[src/inc/ofc_defs.svh]
// Purpose: Constants for the on-chip flash controller.
// Assumes: 40 MHz clock, 16 KB array of 32-bit words, erased bits read one.
// Notes:   Word addresses throughout; config words live in a separate array page.
// Function
// - Erase leaves whole block all ones.
// - Read-only blocks refuse erase and program.
// - Execute-only blocks serve instruction fetches only.
// - Program writes exactly one word.
// - Program only clears bits to zero.
// - Repeated programs allowed without erase.
// - Controller times program and erase itself.
// - Invalid accesses raise an interrupt source.
// - Protected program or erase sets access flag.
// - Completion flag on each finished cycle.
// - Bad supply aborts operation, sets voltage flag.
// - Zero-to-one program request sets data flag.
// - Failed erase sets erase-error flag.
// - Failed program sets program-error flag.
// - One flag mirrors companion EEPROM interrupt.
// - Clear affects only named flags.
// - Protection changes act now, persist on commit.
// - Four volatile user registers until committed.
// - Committed user values survive reset.
// - Block size parameter: 1 or 16 KB.
// - Only enabled flags reach interrupt line.
// - Protection may only become stricter.
// - Uncommitted protection reverts at reset.
`ifndef OFC_DEFS_SVH
`define OFC_DEFS_SVH

// Register offsets.
`define OFC_A_ADDR    8'h00
`define OFC_A_DATA    8'h04
`define OFC_A_CMD     8'h08
`define OFC_A_STAT    8'h0c
`define OFC_A_RIS     8'h10
`define OFC_A_IM      8'h14
`define OFC_A_MIS     8'h18
`define OFC_A_ICLR    8'h1c
`define OFC_A_PROT    8'h20
`define OFC_A_USER_HI 4'h3

// Status bits and flag bits.
`define OFC_ST_BUSY 0
`define OFC_ST_REJ  1
`define OFC_NFLAG   7
`define OFC_F_ACC   0
`define OFC_F_DONE  1
`define OFC_F_EEP   2
`define OFC_F_VOLT  3
`define OFC_F_DATA  4
`define OFC_F_ERASE 5
`define OFC_F_PROG  6

// Command codes.
`define OFC_CMD_ERASE 3'h1
`define OFC_CMD_PROG  3'h2
`define OFC_CMD_CPROT 3'h3
`define OFC_CMD_CUSER 3'h4

// Protection levels; stricter levels only clear bits.
`define OFC_PL_RW  2'h3
`define OFC_PL_RO  2'h2
`define OFC_PL_BAD 2'h1
`define OFC_PL_XO  2'h0

// Geometry and config page layout.
`define OFC_AW        12
`define OFC_FLASH_KB  16
`define OFC_WPKB      256
`define OFC_NBLK_MAX  16
`define OFC_ONES      32'hffffffff
`define OFC_CFG_PROT  12'h000
`define OFC_CFG_USER  12'h001
`define OFC_CFG_LAST  12'h004

// Timing.
`define OFC_TW         20
`define OFC_CLK_NS     25
`define OFC_T_PROG_NS  20000
`define OFC_T_ERASE_NS 10000000
`define OFC_PROG_CYC   ((`OFC_T_PROG_NS + `OFC_CLK_NS - 1) / `OFC_CLK_NS)
`define OFC_ERASE_CYC  ((`OFC_T_ERASE_NS + `OFC_CLK_NS - 1) / `OFC_CLK_NS)

`endif

[src/inc/ofc_pkg.sv]
// Purpose: Types shared by the flash controller modules.
// Assumes: Nothing beyond the defs header.
// Notes:   State and operation enumerations only.
package ofc_pkg;
  typedef enum logic [2:0] {S_IDLE, S_TIME, S_RD, S_RDW, S_RDC, S_WR} ofc_state_t;
  typedef enum logic [1:0] {OP_LOAD, OP_ERASE, OP_PROG, OP_COMMIT} ofc_op_t;
endpackage

[src/hdl/ofc_flash_ctrl.sv]
// Purpose: Flash sequencer with protection, user words and status flags.
// Assumes: Array read data is valid the cycle after o_arr_rd is seen high.
// Notes:   Committed settings live in the array config page and reload after reset.
//
// Decided for this implementation: the strobed register port and the address map.
`include "ofc_defs.svh"
module ofc_flash_ctrl
  import ofc_pkg::*;
#(
  parameter int                 BLOCK_KB  = 1,
  parameter logic [`OFC_TW-1:0] ERASE_CYC = `OFC_TW'(`OFC_ERASE_CYC)
) (
  input  wire logic               i_clk,
  input  wire logic               i_nrst,
  input  wire logic [7:0]         i_addr,
  input  wire logic [31:0]        i_wdata,
  input  wire logic               i_wr,
  input  wire logic               i_rd,
  output logic      [31:0]        o_rdata,
  input  wire logic               i_hr_req,
  input  wire logic [`OFC_AW-1:0] i_hr_addr,
  input  wire logic               i_hr_fetch,
  output logic                    o_hr_valid,
  output logic                    o_hr_err,
  output logic      [31:0]        o_hr_data,
  output logic      [`OFC_AW-1:0] o_arr_addr,
  output logic                    o_arr_cfg,
  output logic                    o_arr_rd,
  output logic                    o_arr_we,
  output logic      [31:0]        o_arr_wdata,
  input  wire logic [31:0]        i_arr_rdata,
  input  wire logic               i_arr_fail,
  input  wire logic               i_vdd_ok,
  input  wire logic               i_eeprom_irq,
  output logic                    o_busy,
  output logic                    o_irq
);
  // Block geometry follows the build-time block size.
  localparam int BW_LOG = $clog2(BLOCK_KB * `OFC_WPKB);
  localparam logic [`OFC_AW-1:0] BMASK = `OFC_AW'((1 << BW_LOG) - 1);

  ofc_state_t              state_reg;
  ofc_op_t                 op_reg;
  logic [`OFC_AW-1:0]      cur_reg;
  logic [`OFC_AW-1:0]      last_reg;
  logic                    cfg_reg;
  logic [31:0]             word_reg;
  logic [`OFC_AW-1:0]      addr_reg;
  logic [31:0]             data_reg;
  logic [31:0]             prot_reg;
  logic [31:0]             user_reg [4];
  logic [`OFC_NFLAG-1:0]   ris_reg;
  logic [`OFC_NFLAG-1:0]   im_reg;
  logic                    rej_reg;
  logic                    hr1_v_reg;
  logic                    hr1_e_reg;
  logic                    hr2_v_reg;
  logic                    hr2_e_reg;

  logic [2:0]              cmd_code;
  logic                    cmd_go;
  logic                    wr_cmd;
  logic                    deny_wr;
  logic [1:0]              tgt_lvl;
  logic                    hr_take;
  logic                    hr_deny;
  logic                    vdd_bad;
  logic                    data_bad;
  logic                    prot_wr;
  logic                    prot_bad;
  logic                    tmr_start;
  logic                    tmr_done;
  logic [`OFC_TW-1:0]      tmr_cycles;
  logic [31:0]             wsel;
  logic [1:0]              uidx;
  logic [`OFC_NFLAG-1:0]   ev;
  logic [`OFC_NFLAG-1:0]   clr;
  logic [`OFC_NFLAG-1:0]   ris_nx;
  logic [31:0]             stat_w;

  // Protection level of the block holding a word address.
  function automatic logic [1:0] lvl_of(input logic [31:0] pw, input logic [`OFC_AW-1:0] a);
    logic [`OFC_AW-1:0] b;
    b = a >> BW_LOG;
    return pw[{b[3:0], 1'b0} +: 2];
  endfunction

  // Command decode and the protection gate in front of erase and program.
  always_comb begin
    cmd_code = i_wdata[2:0];
    tgt_lvl  = lvl_of(prot_reg, addr_reg);
    cmd_go   = i_wr && (i_addr == `OFC_A_CMD) && (state_reg == S_IDLE);
    wr_cmd   = cmd_go && ((cmd_code == `OFC_CMD_ERASE) || (cmd_code == `OFC_CMD_PROG));
    deny_wr  = wr_cmd && (tgt_lvl != `OFC_PL_RW);
    hr_take  = i_hr_req && (state_reg == S_IDLE);
    hr_deny  = i_hr_req && !i_hr_fetch && (lvl_of(prot_reg, i_hr_addr) == `OFC_PL_XO);
    vdd_bad  = !i_vdd_ok && ((state_reg == S_TIME) || (state_reg == S_WR));
    data_bad = |(~i_arr_rdata & data_reg);
  end

  // Protection write check: any loosened or illegal field rejects the whole word.
  always_comb begin
    prot_wr  = i_wr && (i_addr == `OFC_A_PROT);
    prot_bad = |(i_wdata & ~prot_reg);
    for (int k = 0; k < `OFC_NBLK_MAX; k++) begin
      if (i_wdata[2*k +: 2] == `OFC_PL_BAD) begin
        prot_bad = 1'b1;
      end
    end
  end

  // Timer launch: erase and commit start from idle, program after its check.
  always_comb begin
    tmr_start = (cmd_go && !deny_wr && (cmd_code != `OFC_CMD_PROG) &&
                 (cmd_code >= `OFC_CMD_ERASE) && (cmd_code <= `OFC_CMD_CUSER)) ||
                ((state_reg == S_RDC) && (op_reg == OP_PROG) && !data_bad);
    tmr_cycles = ((state_reg == S_IDLE) && (cmd_code == `OFC_CMD_ERASE)) ?
                 ERASE_CYC : `OFC_TW'(`OFC_PROG_CYC);
  end

  // The controller owns every array pulse width; software only starts it.
  ofc_timer u_timer (
    .i_clk    (i_clk),
    .i_nrst   (i_nrst),
    .i_start  (tmr_start),
    .i_stop   (vdd_bad),
    .i_cycles (tmr_cycles),
    .o_done   (tmr_done)
  );

  // Sequencer; after reset it first reloads the committed config words.
  always_ff @(posedge i_clk or negedge i_nrst) begin
    if (!i_nrst) begin
      state_reg <= S_RD;
      op_reg    <= OP_LOAD;
      cur_reg   <= `OFC_CFG_PROT;
      last_reg  <= `OFC_CFG_LAST;
      cfg_reg   <= 1'b1;
    end else begin
      case (state_reg)
        S_IDLE: begin
          if (cmd_go && !deny_wr) begin
            if (cmd_code == `OFC_CMD_ERASE) begin
              op_reg    <= OP_ERASE;
              cur_reg   <= addr_reg & ~BMASK;
              last_reg  <= addr_reg | BMASK;
              cfg_reg   <= 1'b0;
              state_reg <= S_TIME;
            end else if (cmd_code == `OFC_CMD_PROG) begin
              op_reg    <= OP_PROG;
              cur_reg   <= addr_reg;
              last_reg  <= addr_reg;
              cfg_reg   <= 1'b0;
              state_reg <= S_RD;
            end else if (cmd_code == `OFC_CMD_CPROT) begin
              op_reg    <= OP_COMMIT;
              cur_reg   <= `OFC_CFG_PROT;
              last_reg  <= `OFC_CFG_PROT;
              cfg_reg   <= 1'b1;
              state_reg <= S_TIME;
            end else if (cmd_code == `OFC_CMD_CUSER) begin
              op_reg    <= OP_COMMIT;
              cur_reg   <= `OFC_CFG_USER;
              last_reg  <= `OFC_CFG_LAST;
              cfg_reg   <= 1'b1;
              state_reg <= S_TIME;
            end
          end
        end
        S_TIME: begin
          if (vdd_bad) begin
            state_reg <= S_IDLE;
          end else if (tmr_done) begin
            state_reg <= S_WR;
          end
        end
        S_RD:  state_reg <= S_RDW;
        S_RDW: state_reg <= S_RDC;
        S_RDC: begin
          if (op_reg == OP_LOAD) begin
            if (cur_reg == last_reg) begin
              state_reg <= S_IDLE;
            end else begin
              cur_reg   <= cur_reg + 12'h001;
              state_reg <= S_RD;
            end
          end else if (data_bad) begin
            state_reg <= S_IDLE;
          end else begin
            state_reg <= S_TIME;
          end
        end
        S_WR: begin
          if (vdd_bad || (cur_reg == last_reg)) begin
            state_reg <= S_IDLE;
          end else begin
            cur_reg <= cur_reg + 12'h001;
          end
        end
        default: state_reg <= S_IDLE;
      endcase
    end
  end

  // Program merges new data into the old word, so no bit can rise.
  always_ff @(posedge i_clk or negedge i_nrst) begin
    if (!i_nrst) begin
      word_reg <= `OFC_ONES;
    end else if ((state_reg == S_RDC) && (op_reg == OP_PROG)) begin
      word_reg <= i_arr_rdata & data_reg;
    end
  end

  // Write data per operation: ones for erase, merged word, or config word.
  always_comb begin
    uidx = cur_reg[1:0] - 2'h1;
    if (op_reg == OP_ERASE) begin
      wsel = `OFC_ONES;
    end else if (op_reg == OP_PROG) begin
      wsel = word_reg;
    end else if (cur_reg == `OFC_CFG_PROT) begin
      wsel = prot_reg;
    end else begin
      wsel = user_reg[uidx];
    end
  end

  // Array port; host reads use it only while the sequencer is idle.
  always_ff @(posedge i_clk or negedge i_nrst) begin
    if (!i_nrst) begin
      o_arr_addr  <= '0;
      o_arr_cfg   <= 1'b0;
      o_arr_rd    <= 1'b0;
      o_arr_we    <= 1'b0;
      o_arr_wdata <= '0;
    end else begin
      o_arr_rd    <= (hr_take && !hr_deny) || (state_reg == S_RD);
      o_arr_we    <= (state_reg == S_WR) && i_vdd_ok;
      o_arr_addr  <= hr_take ? i_hr_addr : cur_reg;
      o_arr_cfg   <= hr_take ? 1'b0 : cfg_reg;
      o_arr_wdata <= wsel;
    end
  end

  // Host read pipeline; busy or denied reads answer with an error, no data.
  always_ff @(posedge i_clk or negedge i_nrst) begin
    if (!i_nrst) begin
      hr1_v_reg  <= 1'b0;
      hr1_e_reg  <= 1'b0;
      hr2_v_reg  <= 1'b0;
      hr2_e_reg  <= 1'b0;
      o_hr_valid <= 1'b0;
      o_hr_err   <= 1'b0;
      o_hr_data  <= '0;
    end else begin
      hr1_v_reg  <= i_hr_req;
      hr1_e_reg  <= !hr_take || hr_deny;
      hr2_v_reg  <= hr1_v_reg;
      hr2_e_reg  <= hr1_e_reg;
      o_hr_valid <= hr2_v_reg;
      o_hr_err   <= hr2_e_reg;
      o_hr_data  <= (hr2_v_reg && !hr2_e_reg) ? i_arr_rdata : '0;
    end
  end

  // Run-time protection: reset to open, then reload committed levels.
  always_ff @(posedge i_clk or negedge i_nrst) begin
    if (!i_nrst) begin
      prot_reg <= `OFC_ONES;
      rej_reg  <= 1'b0;
    end else if ((state_reg == S_RDC) && (op_reg == OP_LOAD) && (cur_reg == `OFC_CFG_PROT)) begin
      prot_reg <= i_arr_rdata;
    end else if (prot_wr) begin
      rej_reg <= prot_bad;
      if (!prot_bad) begin
        prot_reg <= i_wdata;
      end
    end
  end

  // User words are volatile until committed; reload restores committed ones.
  always_ff @(posedge i_clk or negedge i_nrst) begin
    if (!i_nrst) begin
      for (int u = 0; u < 4; u++) begin
        user_reg[u] <= `OFC_ONES;
      end
    end else if ((state_reg == S_RDC) && (op_reg == OP_LOAD) && (cur_reg != `OFC_CFG_PROT)) begin
      user_reg[uidx] <= i_arr_rdata;
    end else if (i_wr && (i_addr[7:4] == `OFC_A_USER_HI) && (i_addr[1:0] == 2'h0)) begin
      user_reg[i_addr[3:2]] <= i_wdata;
    end
  end

  // Flag events and write-one-to-clear; a same-cycle event beats its clear.
  always_comb begin
    ev = '0;
    ev[`OFC_F_ACC]   = deny_wr || hr_deny;
    ev[`OFC_F_DONE]  = (state_reg == S_WR) && (cur_reg == last_reg) && i_vdd_ok;
    ev[`OFC_F_EEP]   = i_eeprom_irq;
    ev[`OFC_F_VOLT]  = vdd_bad;
    ev[`OFC_F_DATA]  = (state_reg == S_RDC) && (op_reg == OP_PROG) && data_bad;
    ev[`OFC_F_ERASE] = (state_reg == S_WR) && i_arr_fail && (op_reg == OP_ERASE);
    ev[`OFC_F_PROG]  = (state_reg == S_WR) && i_arr_fail && (op_reg != OP_ERASE);
    clr    = (i_wr && (i_addr == `OFC_A_ICLR)) ? i_wdata[`OFC_NFLAG-1:0] : '0;
    ris_nx = (ris_reg & ~clr) | ev;
  end

  // Flags, mask, and the interrupt line gated by the mask.
  always_ff @(posedge i_clk or negedge i_nrst) begin
    if (!i_nrst) begin
      ris_reg <= '0;
      im_reg  <= '0;
      o_irq   <= 1'b0;
      o_busy  <= 1'b1;
    end else begin
      ris_reg <= ris_nx;
      if (i_wr && (i_addr == `OFC_A_IM)) begin
        im_reg <= i_wdata[`OFC_NFLAG-1:0];
      end
      o_irq  <= |(ris_nx & im_reg);
      o_busy <= (state_reg != S_IDLE);
    end
  end

  // Status word.
  always_comb begin
    stat_w = '0;
    stat_w[`OFC_ST_BUSY] = (state_reg != S_IDLE);
    stat_w[`OFC_ST_REJ]  = rej_reg;
  end

  // Address and data registers for the next command.
  always_ff @(posedge i_clk or negedge i_nrst) begin
    if (!i_nrst) begin
      addr_reg <= '0;
      data_reg <= `OFC_ONES;
    end else if (i_wr && (i_addr == `OFC_A_ADDR)) begin
      addr_reg <= i_wdata[`OFC_AW-1:0];
    end else if (i_wr && (i_addr == `OFC_A_DATA)) begin
      data_reg <= i_wdata;
    end
  end

  // Read data stands only in the cycle after the strobe; unmapped reads zero.
  always_ff @(posedge i_clk or negedge i_nrst) begin
    if (!i_nrst) begin
      o_rdata <= '0;
    end else if (!i_rd) begin
      o_rdata <= '0;
    end else if (i_addr == `OFC_A_ADDR) begin
      o_rdata <= {20'h00000, addr_reg};
    end else if (i_addr == `OFC_A_DATA) begin
      o_rdata <= data_reg;
    end else if (i_addr == `OFC_A_STAT) begin
      o_rdata <= stat_w;
    end else if (i_addr == `OFC_A_RIS) begin
      o_rdata <= {25'h0000000, ris_reg};
    end else if (i_addr == `OFC_A_IM) begin
      o_rdata <= {25'h0000000, im_reg};
    end else if (i_addr == `OFC_A_MIS) begin
      o_rdata <= {25'h0000000, ris_reg & im_reg};
    end else if (i_addr == `OFC_A_PROT) begin
      o_rdata <= prot_reg;
    end else if ((i_addr[7:4] == `OFC_A_USER_HI) && (i_addr[1:0] == 2'h0)) begin
      o_rdata <= user_reg[i_addr[3:2]];
    end else begin
      o_rdata <= '0;
    end
  end
endmodule

[src/hdl/ofc_timer.sv]
// Purpose: Down counter that times array program and erase pulses.
// Assumes: i_cycles is at least one.
// Notes:   o_done pulses i_cycles edges after the start edge.
`include "ofc_defs.svh"
module ofc_timer
  import ofc_pkg::*;
(
  input  wire logic               i_clk,
  input  wire logic               i_nrst,
  input  wire logic               i_start,
  input  wire logic               i_stop,
  input  wire logic [`OFC_TW-1:0] i_cycles,
  output logic                    o_done
);
  localparam logic [`OFC_TW-1:0] ONE = `OFC_TW'(1);

  logic [`OFC_TW-1:0] cnt_reg;
  logic               run_reg;

  // A stop beats a running count so an abort never leaves a stale done.
  always_ff @(posedge i_clk or negedge i_nrst) begin
    if (!i_nrst) begin
      cnt_reg <= '0;
      run_reg <= 1'b0;
      o_done  <= 1'b0;
    end else begin
      o_done <= 1'b0;
      if (i_start) begin
        cnt_reg <= i_cycles - ONE;
        run_reg <= 1'b1;
      end else if (i_stop) begin
        run_reg <= 1'b0;
      end else if (run_reg) begin
        if (cnt_reg == '0) begin
          run_reg <= 1'b0;
          o_done  <= 1'b1;
        end else begin
          cnt_reg <= cnt_reg - ONE;
        end
      end
    end
  end
endmodule

[config.mk]
export PLATFORM = sky130hd
export DESIGN_NAME = ofc_flash_ctrl
export DESIGN_NICKNAME = d
export VERILOG_FILES = /design/src/inc/ofc_pkg.sv /design/src/hdl/ofc_flash_ctrl.sv /design/src/hdl/ofc_timer.sv
export VERILOG_INCLUDE_DIRS = /design/src /design/src/inc
export SDC_FILE = /design/constraint.sdc
export NUM_CORES = 1
export LEC_CHECK = 0
export BUFFER_PORTS_ARGS = -buffer_cell sky130_fd_sc_hd__buf_2
export CAP_MARGIN = 30
export CELL_PAD_IN_SITES_DETAIL_PLACEMENT = 1
export CELL_PAD_IN_SITES_GLOBAL_PLACEMENT = 1
export CORE_ASPECT_RATIO = 0.5
export CORE_MARGIN = 2
export CORE_UTILIZATION = 30
export CTS_BUF_LIST = sky130_fd_sc_hd__clkbuf_16
export DETAILED_ROUTE_END_ITERATION = 7
export MAX_ROUTING_LAYER = met4
export PLACE_DENSITY = 0.59
export SETUP_SLACK_MARGIN = 0.05
export SLEW_MARGIN = 30
export SYNTH_ARGS = -nofsm -noshare
export SYNTH_HDL_FRONTEND = slang
export SYNTH_SLANG_ARGS = --single-unit
[constraint.sdc]
create_clock -name i_clk -period 9.65 [get_ports i_clk]
set_input_delay 1.93 -clock i_clk [delete_from_list [all_inputs] [get_ports i_clk]]
set_output_delay 1.93 -clock i_clk [all_outputs]
set_load 0.01 [all_outputs]
* Word-level counts from Yosys, hierarchy flattened
Index checks and enable logic that the tools add are counted.
** Storage, ports and cells
- Input bits :: 93
- Register bits :: 422
- Word-level logic and storage cells :: 280
- Output and inout bits :: 115
** Operators by class
- Bitwise gates (word level) :: 14
- Equal/unequal tests :: 50
- Multiplexer cells :: 95
- Add/sub/neg operators :: 4
- Reductions and logical operators :: 75
- Shift-type cells :: 2
- Magnitude comparators :: 6
** Operators by type and width (number)
- 32-bit two-way mux :: 22
- 128-bit bitwise mux :: 2
- 128-bit two-way mux :: 2
- 12-bit two-way mux :: 13
- 32-bit binary-select mux with 2-bit select :: 2
- 32-bit demux with 2-bit select :: 2
- 32-bit AND :: 3
- 20-bit two-way mux :: 4
- 32-bit NOT :: 2
- 32-bit OR reduction :: 2
- 32-bit by 6-bit indexed part select with 2-bit output :: 2
- 1-bit logical AND :: 37
- 12-bit one-hot mux with 3 select lines :: 1
- 2-bit by 1-bit equality test with 1-bit output, second input constant :: 17
- 8-bit by 5-bit equality test with 1-bit output, second input constant :: 4
- 1-bit two-way mux :: 30
- 3-bit two-way mux :: 9
- 7-bit AND :: 3
- 20-bit zero test :: 1
- 19-bit by 1-bit subtractor with 20-bit output, second input constant :: 1
- 20-bit by 1-bit subtractor with 20-bit output, second input constant :: 1
- 19-bit two-way mux :: 1
- 3-bit one-hot mux with 6 select lines :: 1
- 8-bit by 4-bit equality test with 1-bit output, second input constant :: 2
- other kinds (39) :: 82

* Logic depth before layout (Yosys ltp)
Gate-level depths: netlist of the first run.
- Depth after elaboration :: 22
- Depth in mapped cells :: 15
- Gate-level depth less buffers :: 13

* By module
A second synthesis of the first run with hierarchy kept.
** Second synthesis, totals
- Cells, all modules :: 2241
- Area total of the unflattened synthesis :: 21926.0 um^2
** By module, submodules not included
- ofc_flash_ctrl :: cells each 2027, sequential area each 10294.9 um^2, area each 20068.0 um^2, instances 1
- ofc_timer :: cells each 214, sequential area each 550.5 um^2, area each 1858.0 um^2, instances 1

* Least setup slack after synthesis of the first run
OpenSTA, ideal clock, no wires.
- Path kind :: input to register
- Start :: in i_addr[7]
- End :: reg u_timer.cnt_reg[18]
- Slack :: 5.001 ns
- Buffers on the path :: 1
- Stages on the path :: 14
- Data required time :: 9.573 ns
- Setup time :: 0.077 ns
- Arrival :: 4.572 ns
- Cells stage by stage :: nor4_4 -> nand2_1 -> or3_1 -> a21oi_1 -> a21o_1 -> a41oi_1 -> clkbuf_1 -> nand2_1 -> ha_1 -> nand3_1 -> nor2_1 -> nand4b_1 -> xor2_1 -> a21oi_1
** On the way
- Word-level cells in the longest chain between the ends :: 13
- Elaborated cells on any way between the ends :: 16
- Classes of those cells :: eq/ne: 3; mux: 1; reduce/logical: 12
** RTL lines
- from (decl) :: line ofc_flash_ctrl.sv:15 : input wire logic [7:0] i_addr,
- 8-bit by 4-bit equality test with 1-bit output (no source line) *
- 1-bit logical AND * (2 in series) :: line ofc_flash_ctrl.sv:92 : cmd_go = i_wr && (i_addr == `OFC_A_CMD) && (state_reg == S_IDLE);
- 1-bit logical AND :: line ofc_flash_ctrl.sv:93 : wr_cmd = cmd_go && ((cmd_code == `OFC_CMD_ERASE) || (cmd_code == `OFC_CMD_PROG));
- 1-bit logical AND :: line ofc_flash_ctrl.sv:94 : deny_wr = wr_cmd && (tgt_lvl != `OFC_PL_RW);
- 1-bit zero test :: line ofc_flash_ctrl.sv:114 : tmr_start = (cmd_go && !deny_wr && (cmd_code != `OFC_CMD_PROG) &&
- 1-bit logical AND * (4 in series) :: line ofc_flash_ctrl.sv:114
- 1-bit logical OR * :: line ofc_flash_ctrl.sv:114
- 2-bit inequality test (no source line), or another cell as far along
- 3-bit AND reduction (no source line)
- to (signal assigned) :: line ofc_timer.sv:29 : cnt_reg <= i_cycles - ONE;
- to (signal assigned) :: line ofc_timer.sv:38 : cnt_reg <= cnt_reg - ONE;
- to (decl) :: line ofc_timer.sv:17 : logic [`OFC_TW-1:0] cnt_reg;
Every way passes the cells marked *; elsewhere a longest branch is shown, timed or not.
A chain may end at the register's enable or synchronous reset.

* Worst setup path in the final report of the first run
- Start :: in i_arr_rdata[5]
- End :: reg u_timer.cnt_reg[18]
** On the way
- Word-level cells in the longest chain between the ends :: 8
- Elaborated cells on any way between the ends :: 11
- Classes of those cells :: eq/ne: 2; mux: 1; bitwise: 2; reduce/logical: 6
** RTL lines
- from (decl) :: line ofc_flash_ctrl.sv:31 : input wire logic [31:0] i_arr_rdata,
- 32-bit NOT * :: line ofc_flash_ctrl.sv:98 : data_bad = |(~i_arr_rdata & data_reg);
- 32-bit AND * :: line ofc_flash_ctrl.sv:98
- 32-bit OR reduction * :: line ofc_flash_ctrl.sv:98
- 1-bit zero test * :: line ofc_flash_ctrl.sv:116 : ((state_reg == S_RDC) && (op_reg == OP_PROG) && !data_bad);
- 1-bit logical AND * :: line ofc_flash_ctrl.sv:116
- 1-bit logical OR * :: line ofc_flash_ctrl.sv:114
- 2-bit inequality test (no source line), or another cell as far along
- 3-bit AND reduction (no source line)
Marks and branches as above.

==> results of run 1 <==
==> final cells by class <==
type	count	area share
antenna	2	0.000201
tap	958	0.0481
sequential	422	0.436
multi-input combinational	1462	0.391
clock buffer	44	0.0442
timing repair buffer	249	0.0563
clock inverter	36	0.0144
inverter	68	0.0103
==> metrics by stage <==
stage          worst slack, ns  power [W]  hold slack [ns]
2_1_floorplan             5.00    0.00251            0.331
3_3_place_gp              3.85    0.00286            0.332
3_5_place_dp              4.09    0.00288            0.337
4_1_cts                   4.59    0.00470            0.353
5_1_grt                   4.29    0.00485            0.371
6_report                  4.52    0.00465            0.349
==> final timing paths <==
check                          startpoint                   to  slack (ns)  depth (start not counted)
setup / recovery           i_arr_rdata[5]  u_timer.cnt_reg[18]        4.52                         15
hold / removal                  hr1_e_reg            hr2_e_reg        0.35                          0
setup reg to reg               cur_reg[0]        user_reg[121]        4.54                         12
hold reg to reg                 hr1_e_reg            hr2_e_reg        0.35                          0
max in group asynchronous          i_nrst          prot_reg[0]        6.39                          3
min in group asynchronous          i_nrst        o_hr_data[16]        1.29                          1
==> worst max-delay path: stages <==
cell	delay [ns]
buf_2	0.21
nand2b_1	0.26
o2111ai_1	0.30
nor4_2	0.81
and2_1	0.29
a21o_1	0.26
a41oi_1	0.07
buf_4	0.22
nand2_1	0.08
ha_1	0.28
nand3_1	0.12
nor2_1	0.30
nand4b_1	0.17
xor2_1	0.18
a21oi_1	0.14
==> synthesized netlist by cell type (8+ instances only) <==
cell	n
o21ai_1	32
mux2_2	67
a22oi_1	174
nand3_1	20
a31oi_1	56
dfstp_2	228
nor3_1	16
buf_1	10
dfrtp_1	194
and3_1	9
nand4_1	10
o2111ai_1	8
nand2b_1	29
nor4_1	12
mux4_2	69
clkbuf_1	148
o21ai_0	81
nand2_1	488
inv_1	66
xor2_1	21
a21oi_1	105
mux2i_1	34
o211ai_1	10
a21o_1	13
nor2_1	56
and2_1	42
a211oi_1	8
o22ai_1	9
==> metal layers <==
| metal | wire (um) | vias up |
|---|---|---|
| li1 | - | 7792 |
| met1 | 38500 | 9284 |
| met2 | 38700 | 518 |
| met3 | 4470 | 140 |
| met4 | 2380 | 0 |
| met5 | 0 | - |
==> power by group <==
group / total [W] / switching (W) / internal (W)
sequential: 0.00205 / 0.000123 / 0.00193
combinational: 0.000796 / 0.000489 / 0.000307
clock: 0.00180 / 0.000783 / 0.00102
==> kinds of logic after synthesis <==
| family | after synthesis | share of synthesized area |
|---|---|---|
| DFF | 422 | 0.506 |
| and+or+nand+nor | 721 | 0.149 |
| buffers and inverters | 236 | 0.0429 |
| xor gates and xnor gates | 28 | 0.0115 |
| muxes | 170 | 0.124 |
| AOI/OAI and AO/OA | 536 | 0.162 |
| adders and majority gates | 7 | 0.00409 |
==> metrics.yaml, run 1 <==
hold_path.class: "flip-flop to flip-flop"
max-slew-margin-rel: 0.255
worst_setup_hold_path_clk_slew_ns: 0.06
via_count_of_the_first_global_routing_pass: 18100
timing.final.setup_violations: 0
resize_count_post_cts: 0
layout_commonest_cell: "nand2_1"
synthesis.instances: 2120
dp_hpwl_um: 54500
global_route.overflow_total: 0
worst-setup-path-type: "input pin to flip-flop"
register_area_um2: 10800
fp-row-count: 69
grt_use_met2: 0.367
detail_route.wl_per_cell_um: 25.9
hold_viol: 0
ctsHoldBuffers: 0
cts.sinks: 422
area_delta_synth_final_pct: 16.3
mappedNetlistArea_um2: 21400
gpl.final_weighted_congestion: 0.826
synth-async-reset-ratio: 1.00
final_cell_count_no_fill: 3241
critPathRequiredTime_ns: 10.16
clock_latency_ns: 0.62
synth.yosys.seq_area_share: 0.506
firstDrtPassIters: 5
finish.utilization: 0.352
clock_path_buffers: 3
wirelength_um: 84100
worstPathMaxFanout: 12
result_of_the_run: "finished, final reports clean"
drt_iter0_markers: 1363
tns_ns: 0
netlist_top_cells_area: "dfstp_2 (28%), dfrtp_1 (23%), nand2_1 (8.6%), mux4_2 (7.3%), a22oi_1 (6.1%)"
port-buffer-count: 207
post_cts_buffers: 0
grt_antenna_before_repair: 2
drc: 0
groute.usage.overall: 0.235
ys_dominant_reg_cell: "dfstp_2"
floorplan.die_area_um2: 73700
post_syn_area_per_cell_um2: 10.1
synthDominantAreaCellType: "dfstp_2"
tightest_pin_transition_ns: 1.11
ctsHtreeMaxLevel: 2
postSynthNetCount: 2220
global_route.peak_usage_layer: "met2"
finalInstanceArea_um2: 24900
grt_util_met1: 0.319
number_of_max_slew_violations_in_the_final_report: 0
timing.critical_path.to_type: "flip-flop"
layout.cells.most_common_list: "nand2_1 (487), dfstp_2 (228), buf_2 (206)"
placeableCoreArea_um2: 70800
rsz0062_at_grt: "no"
met3_usage: 0.0343
timing.clock.skew_ns: 0.0328
maximum_number_of_pins_on_one_net_before_global_route_repair: 108
max_cap_viol_count: 0
leakagePower_nw: 11.1
vdd_ir_drop_max_uv: 113
initial_core_util: 0.302
final.fill_count: 8020
synth_top_area_share: 0.280
clock_tree.root_cell: "clkbuf_16"
fraction_of_layout_instances_using_a_drive_strength_above_1: 0.310
number_of_flops_mapped_to_enable_cells_by_yosys: 0
power.density_nw_per_um2: 187
worst_ep_arrival_time_ns: 5.65
floorplan.io_pins: 208
fmaxAchievable_mhz: 195
timing.final.crit_period_ns: 5.13
synth-seq-cells: 422
dpl_cell_area_um2: 23400
largest_register_ffs: 128
cts_tree: "done"
drt.antenna.violating_nets: 0
cts_inserted_buffers: 43
yosysUniqueCellTypes: 67
place_inst: 3159
floorplan.die.width_um: 382
num_vias: 17700
global_route_wire_length_before_repair_um: 125000
synth_warnings: 0
timing.critical_path.from_type: "input pin"
final_net_count: 2346
avgViaCountPerCell: 5.47
multi_input_area_um2: 9730
die_height_um: 193
final_min_period_over_clock_period: 0.532
Power figures use the tool's default switching activity.
==> inputs of run 2 (changes only) <==
--- a/config.mk
+++ b/config.mk
@@ -6,6 +6,7 @@
 export SDC_FILE = /design/constraint.sdc
 export NUM_CORES = 1
 export LEC_CHECK = 0
+export ABC_AREA = 1
 export BUFFER_PORTS_ARGS = -buffer_cell sky130_fd_sc_hd__buf_2
 export CAP_MARGIN = 30
 export CELL_PAD_IN_SITES_DETAIL_PLACEMENT = 1
@@ -16,7 +17,7 @@
 export CTS_BUF_LIST = sky130_fd_sc_hd__clkbuf_16
 export DETAILED_ROUTE_END_ITERATION = 7
 export MAX_ROUTING_LAYER = met4
-export PLACE_DENSITY = 0.59
+export PLACE_DENSITY = 0.63
 export SETUP_SLACK_MARGIN = 0.05
 export SLEW_MARGIN = 30
 export SYNTH_ARGS = -nofsm -noshare
==> constraint.sdc (replaced) <==
create_clock -name i_clk -period 4.15 [get_ports i_clk]
set_input_delay 0.83 -clock i_clk [delete_from_list [all_inputs] [get_ports i_clk]]
set_output_delay 0.83 -clock i_clk [all_outputs]
set_load 0.01 [all_outputs]
==> run 2 against run 1 <==
Power rose to 2.9 times the previous value; area after synthesis up 2.1%; clock power up 140%; core utilization up 0.78 points; final area up 3.3%; clock skew down 0.011 ns; critical path depth down 2; cell count up 17%; critical path type is now flip-flop to flip-flop; critical endpoint is now user_reg[8]; largest power group unchanged; highest routed layer unchanged.
==> metrics.yaml, run 2 <==
via_count_of_the_first_global_routing_pass: 21700  # +20%
drc: 0  # unchanged
tns_ns: 0  # unchanged
tightest_pin_transition_ns: 0.982  # -0.124 ns
reg2reg_from: "cur_reg[1]"
final_min_period_over_clock_period: 0.818
largest_register_ffs: 128  # unchanged
synthDominantAreaCellType: "dfstp_2"
placeableCoreArea_um2: 71600  # +1.1%
multi_input_area_um2: 8960  # -7.9%
timing.critical_path.to_type: "flip-flop"
drt.antenna.violating_nets: 0  # unchanged
num_vias: 21300  # +20%
p_total_w: 0.0135  # +190%
initial_core_util: 0.305  # +0.00297
dp_hpwl_um: 65700  # +21%
worst-setup-path-type: "flip-flop to flip-flop"
number_of_max_slew_violations_in_the_final_report: 0  # unchanged
ys_dominant_reg_cell: "dfstp_2"
hold_path.class: "input pin to async pin"
synth-seq-cells: 422  # unchanged
layout_commonest_cell: "inv_1"
cts_tree: "done"
post_syn_area_per_cell_um2: 8.36  # -17%
max_cap_viol_count: 0  # unchanged
postSynthNetCount: 2715  # +22%
grt_antenna_before_repair: 6  # +4
synth_warnings: 0  # unchanged
floorplan.die_area_um2: 75200  # +2.1%
crit_path_start: "cur_reg[1]"
post_cts_buffers: 0  # unchanged
max-slew-margin-rel: 0.345  # +0.0896
final_net_count: 2880  # +23%
synth.cells.most_frequent: "nand2_1 (379), inv_1 (363), o21ai_0 (316)"
worst_setup_hold_path_clk_slew_ns: 0.06  # about the same
global_route_wire_length_before_repair_um: 143000  # +15%
area_delta_synth_final_pct: 17.7
firstDrtPassIters: 5  # unchanged
groute.usage.overall: 0.261  # +0.0254
timing.final.crit_period_ns: 3.40
timing.clock.skew_ns: 0.0215  # -0.0113 ns
drt_iter0_markers: 1899  # +39%
gpl.final_weighted_congestion: 0.918  # +11%
critPathRequiredTime_ns: 4.66  # -5.50 ns
mappedNetlistArea_um2: 21900  # +2.1%
clock_path_buffers: 3  # unchanged
cts.sinks: 422  # unchanged
hold_viol: 0  # unchanged
finalInstanceArea_um2: 25700  # +3.3%
timing.critical_path.from_type: "flip-flop"
synth.yosys.seq_area_share: 0.496  # -0.0104
synth_top_area_share: 0.274  # -0.00573
port-buffer-count: 207  # unchanged
floorplan.die.width_um: 386  # +1.0%
ctsHtreeMaxLevel: 2  # unchanged
detail_route.wl_per_cell_um: 25.3  # -2.4%
worst_ep_arrival_time_ns: 3.91  # -1.74 ns
number_of_flops_mapped_to_enable_cells_by_yosys: 0  # unchanged
register_area_um2: 10800  # unchanged
final.fill_count: 8443  # +5.3%
synthesis.instances: 2615  # +23%
die_height_um: 195  # +1.0%
floorplan.io_pins: 208  # unchanged
wirelength_um: 95700  # +14%
synth-async-reset-ratio: 1.00  # unchanged
place_inst: 3691  # +17%
final_cell_count_no_fill: 3781  # +17%
netlist_top_cells_area: "dfstp_2 (27%), dfrtp_1 (22%), o21ai_0 (7.2%), nand2_1 (6.5%), inv_1 (6.2%)"
timing.final.setup_violations: 0  # unchanged
rsz0062_at_grt: "no"
global_route.overflow_total: 0  # unchanged
yosysUniqueCellTypes: 50  # -25%
ctsHoldBuffers: 0  # unchanged
fraction_of_layout_instances_using_a_drive_strength_above_1: 0.229  # -0.0813
worstPathMaxFanout: 44  # +32
clock_latency_ns: 0.61  # about the same
power.density_nw_per_um2: 524  # +180%
yosysMostFrequentCell: "nand2_1"
clock_tree.root_cell: "clkbuf_16"
maximum_number_of_pins_on_one_net_before_global_route_repair: 89  # -18%
vdd_ir_drop_max_uv: 331  # +190%
fp-row-count: 69  # unchanged
avgViaCountPerCell: 5.62  # +2.8%
fmaxAchievable_mhz: 294
layout.cells.most_common_list: "inv_1 (375), nand2_1 (374), o21ai_0 (316)"
leakagePower_nw: 11.5  # +4.0%
cts_inserted_buffers: 45  # +4.7%
dpl_cell_area_um2: 24200  # +3.2%
resize_count_post_cts: 0  # unchanged
result_of_the_run: "finished, final reports clean"
run 2: cell types whose count changed in the layout (fill, tap and decap cells not counted), moves of 54 or more:
cell / before / now
mux4_2: 69 / 0
inv_1: 75 / 375
mux2_2: 67 / 0
o22ai_1: 9 / 99
o32ai_1: 0 / 92
o221ai_1: 0 / 54
nor2_1: 49 / 164
nand2_1: 487 / 374
o211ai_1: 10 / 80
o21ai_0: 81 / 316
nand3_1: 18 / 143
a22oi_1: 174 / 1
run 2: cells by family after synthesis:
family / count (synthesis) / synth area share
AO/OA/AOI/OAI: 841 / 0.242
AND/OR/NAND/NOR: 762 / 0.150
XOR/XNOR: 26 / 0.0104
flip-flops: 422 / 0.496
buffers and inverters: 557 / 0.0974
adder cells (fa/ha/maj): 7 / 0.00401
run 2: cell type report:
class	count	area share
Inverter	400	0.0583
Tap cell	958	0.0466
Clock buffer	48	0.0467
Sequential cell	422	0.422
Antenna cell	6	0.000583
Multi-Input combinational cell	1636	0.348
Clock inverter	36	0.0135
Timing Repair Buffer	275	0.0644
run 2: power by group:
group	total, W	internal (W)	switching (W)
Clock	0.00440	0.00253	0.00187
Sequential	0.00516	0.00485	0.000314
Combinational	0.00393	0.00127	0.00267
Total	0.0135	0.00864	0.00485
run 2: critical path: stages (launching register included):
cell,delay [ns]
dfrtp_1,0.47
inv_1,0.20
ha_1,0.23
nand3_1,0.08
nor4_1,0.06
nand2_2,0.45
inv_2,0.13
nor2_4,0.27
buf_4,0.33
nand2_1,0.27
o21ai_4,0.12
buf_4,0.46
nand2_1,0.09
o21ai_0,0.11
run 2: final timing paths:
| check | to | slack, ns | cells past startpoint |
|---|---|---|---|
| min in group i_clk | hr1_v_reg | 0.34 | 1 |
| hold / removal | o_arr_wdata[10] | 0.24 | 1 |
| setup / recovery | user_reg[8] | 0.75 | 13 |
| setup reg to reg | user_reg[8] | 0.75 | 13 |
| hold reg to reg | hr2_e_reg | 0.35 | 0 |
| max in group asynchronous | word_reg[22] | 2.89 | 2 |
run 2: stage by stage:
step	setup WS [ns]	util	hold WS (ns)
after floorplan	1.20	-	0.331
after global placement	0.593	0.338	0.331
after detailed placement	0.505	0.338	0.337
after CTS	0.804	0.359	0.245
after global routing	0.454	0.360	0.261
final	0.754	0.360	0.236
run 2: per-layer routing:
layer | share of wire | global-route usage | vias to the layer above | routed length [um]
li1 | - | - | 9370 | -
met1 | 0.46 | 0.366 | 11000 | 44400
met2 | 0.44 | 0.387 | 738 | 42500
met3 | 0.064 | 0.0416 | 154 | 6160
met4 | 0.027 | 0.0749 | 0 | 2570
met5 | 0 | - | - | 0
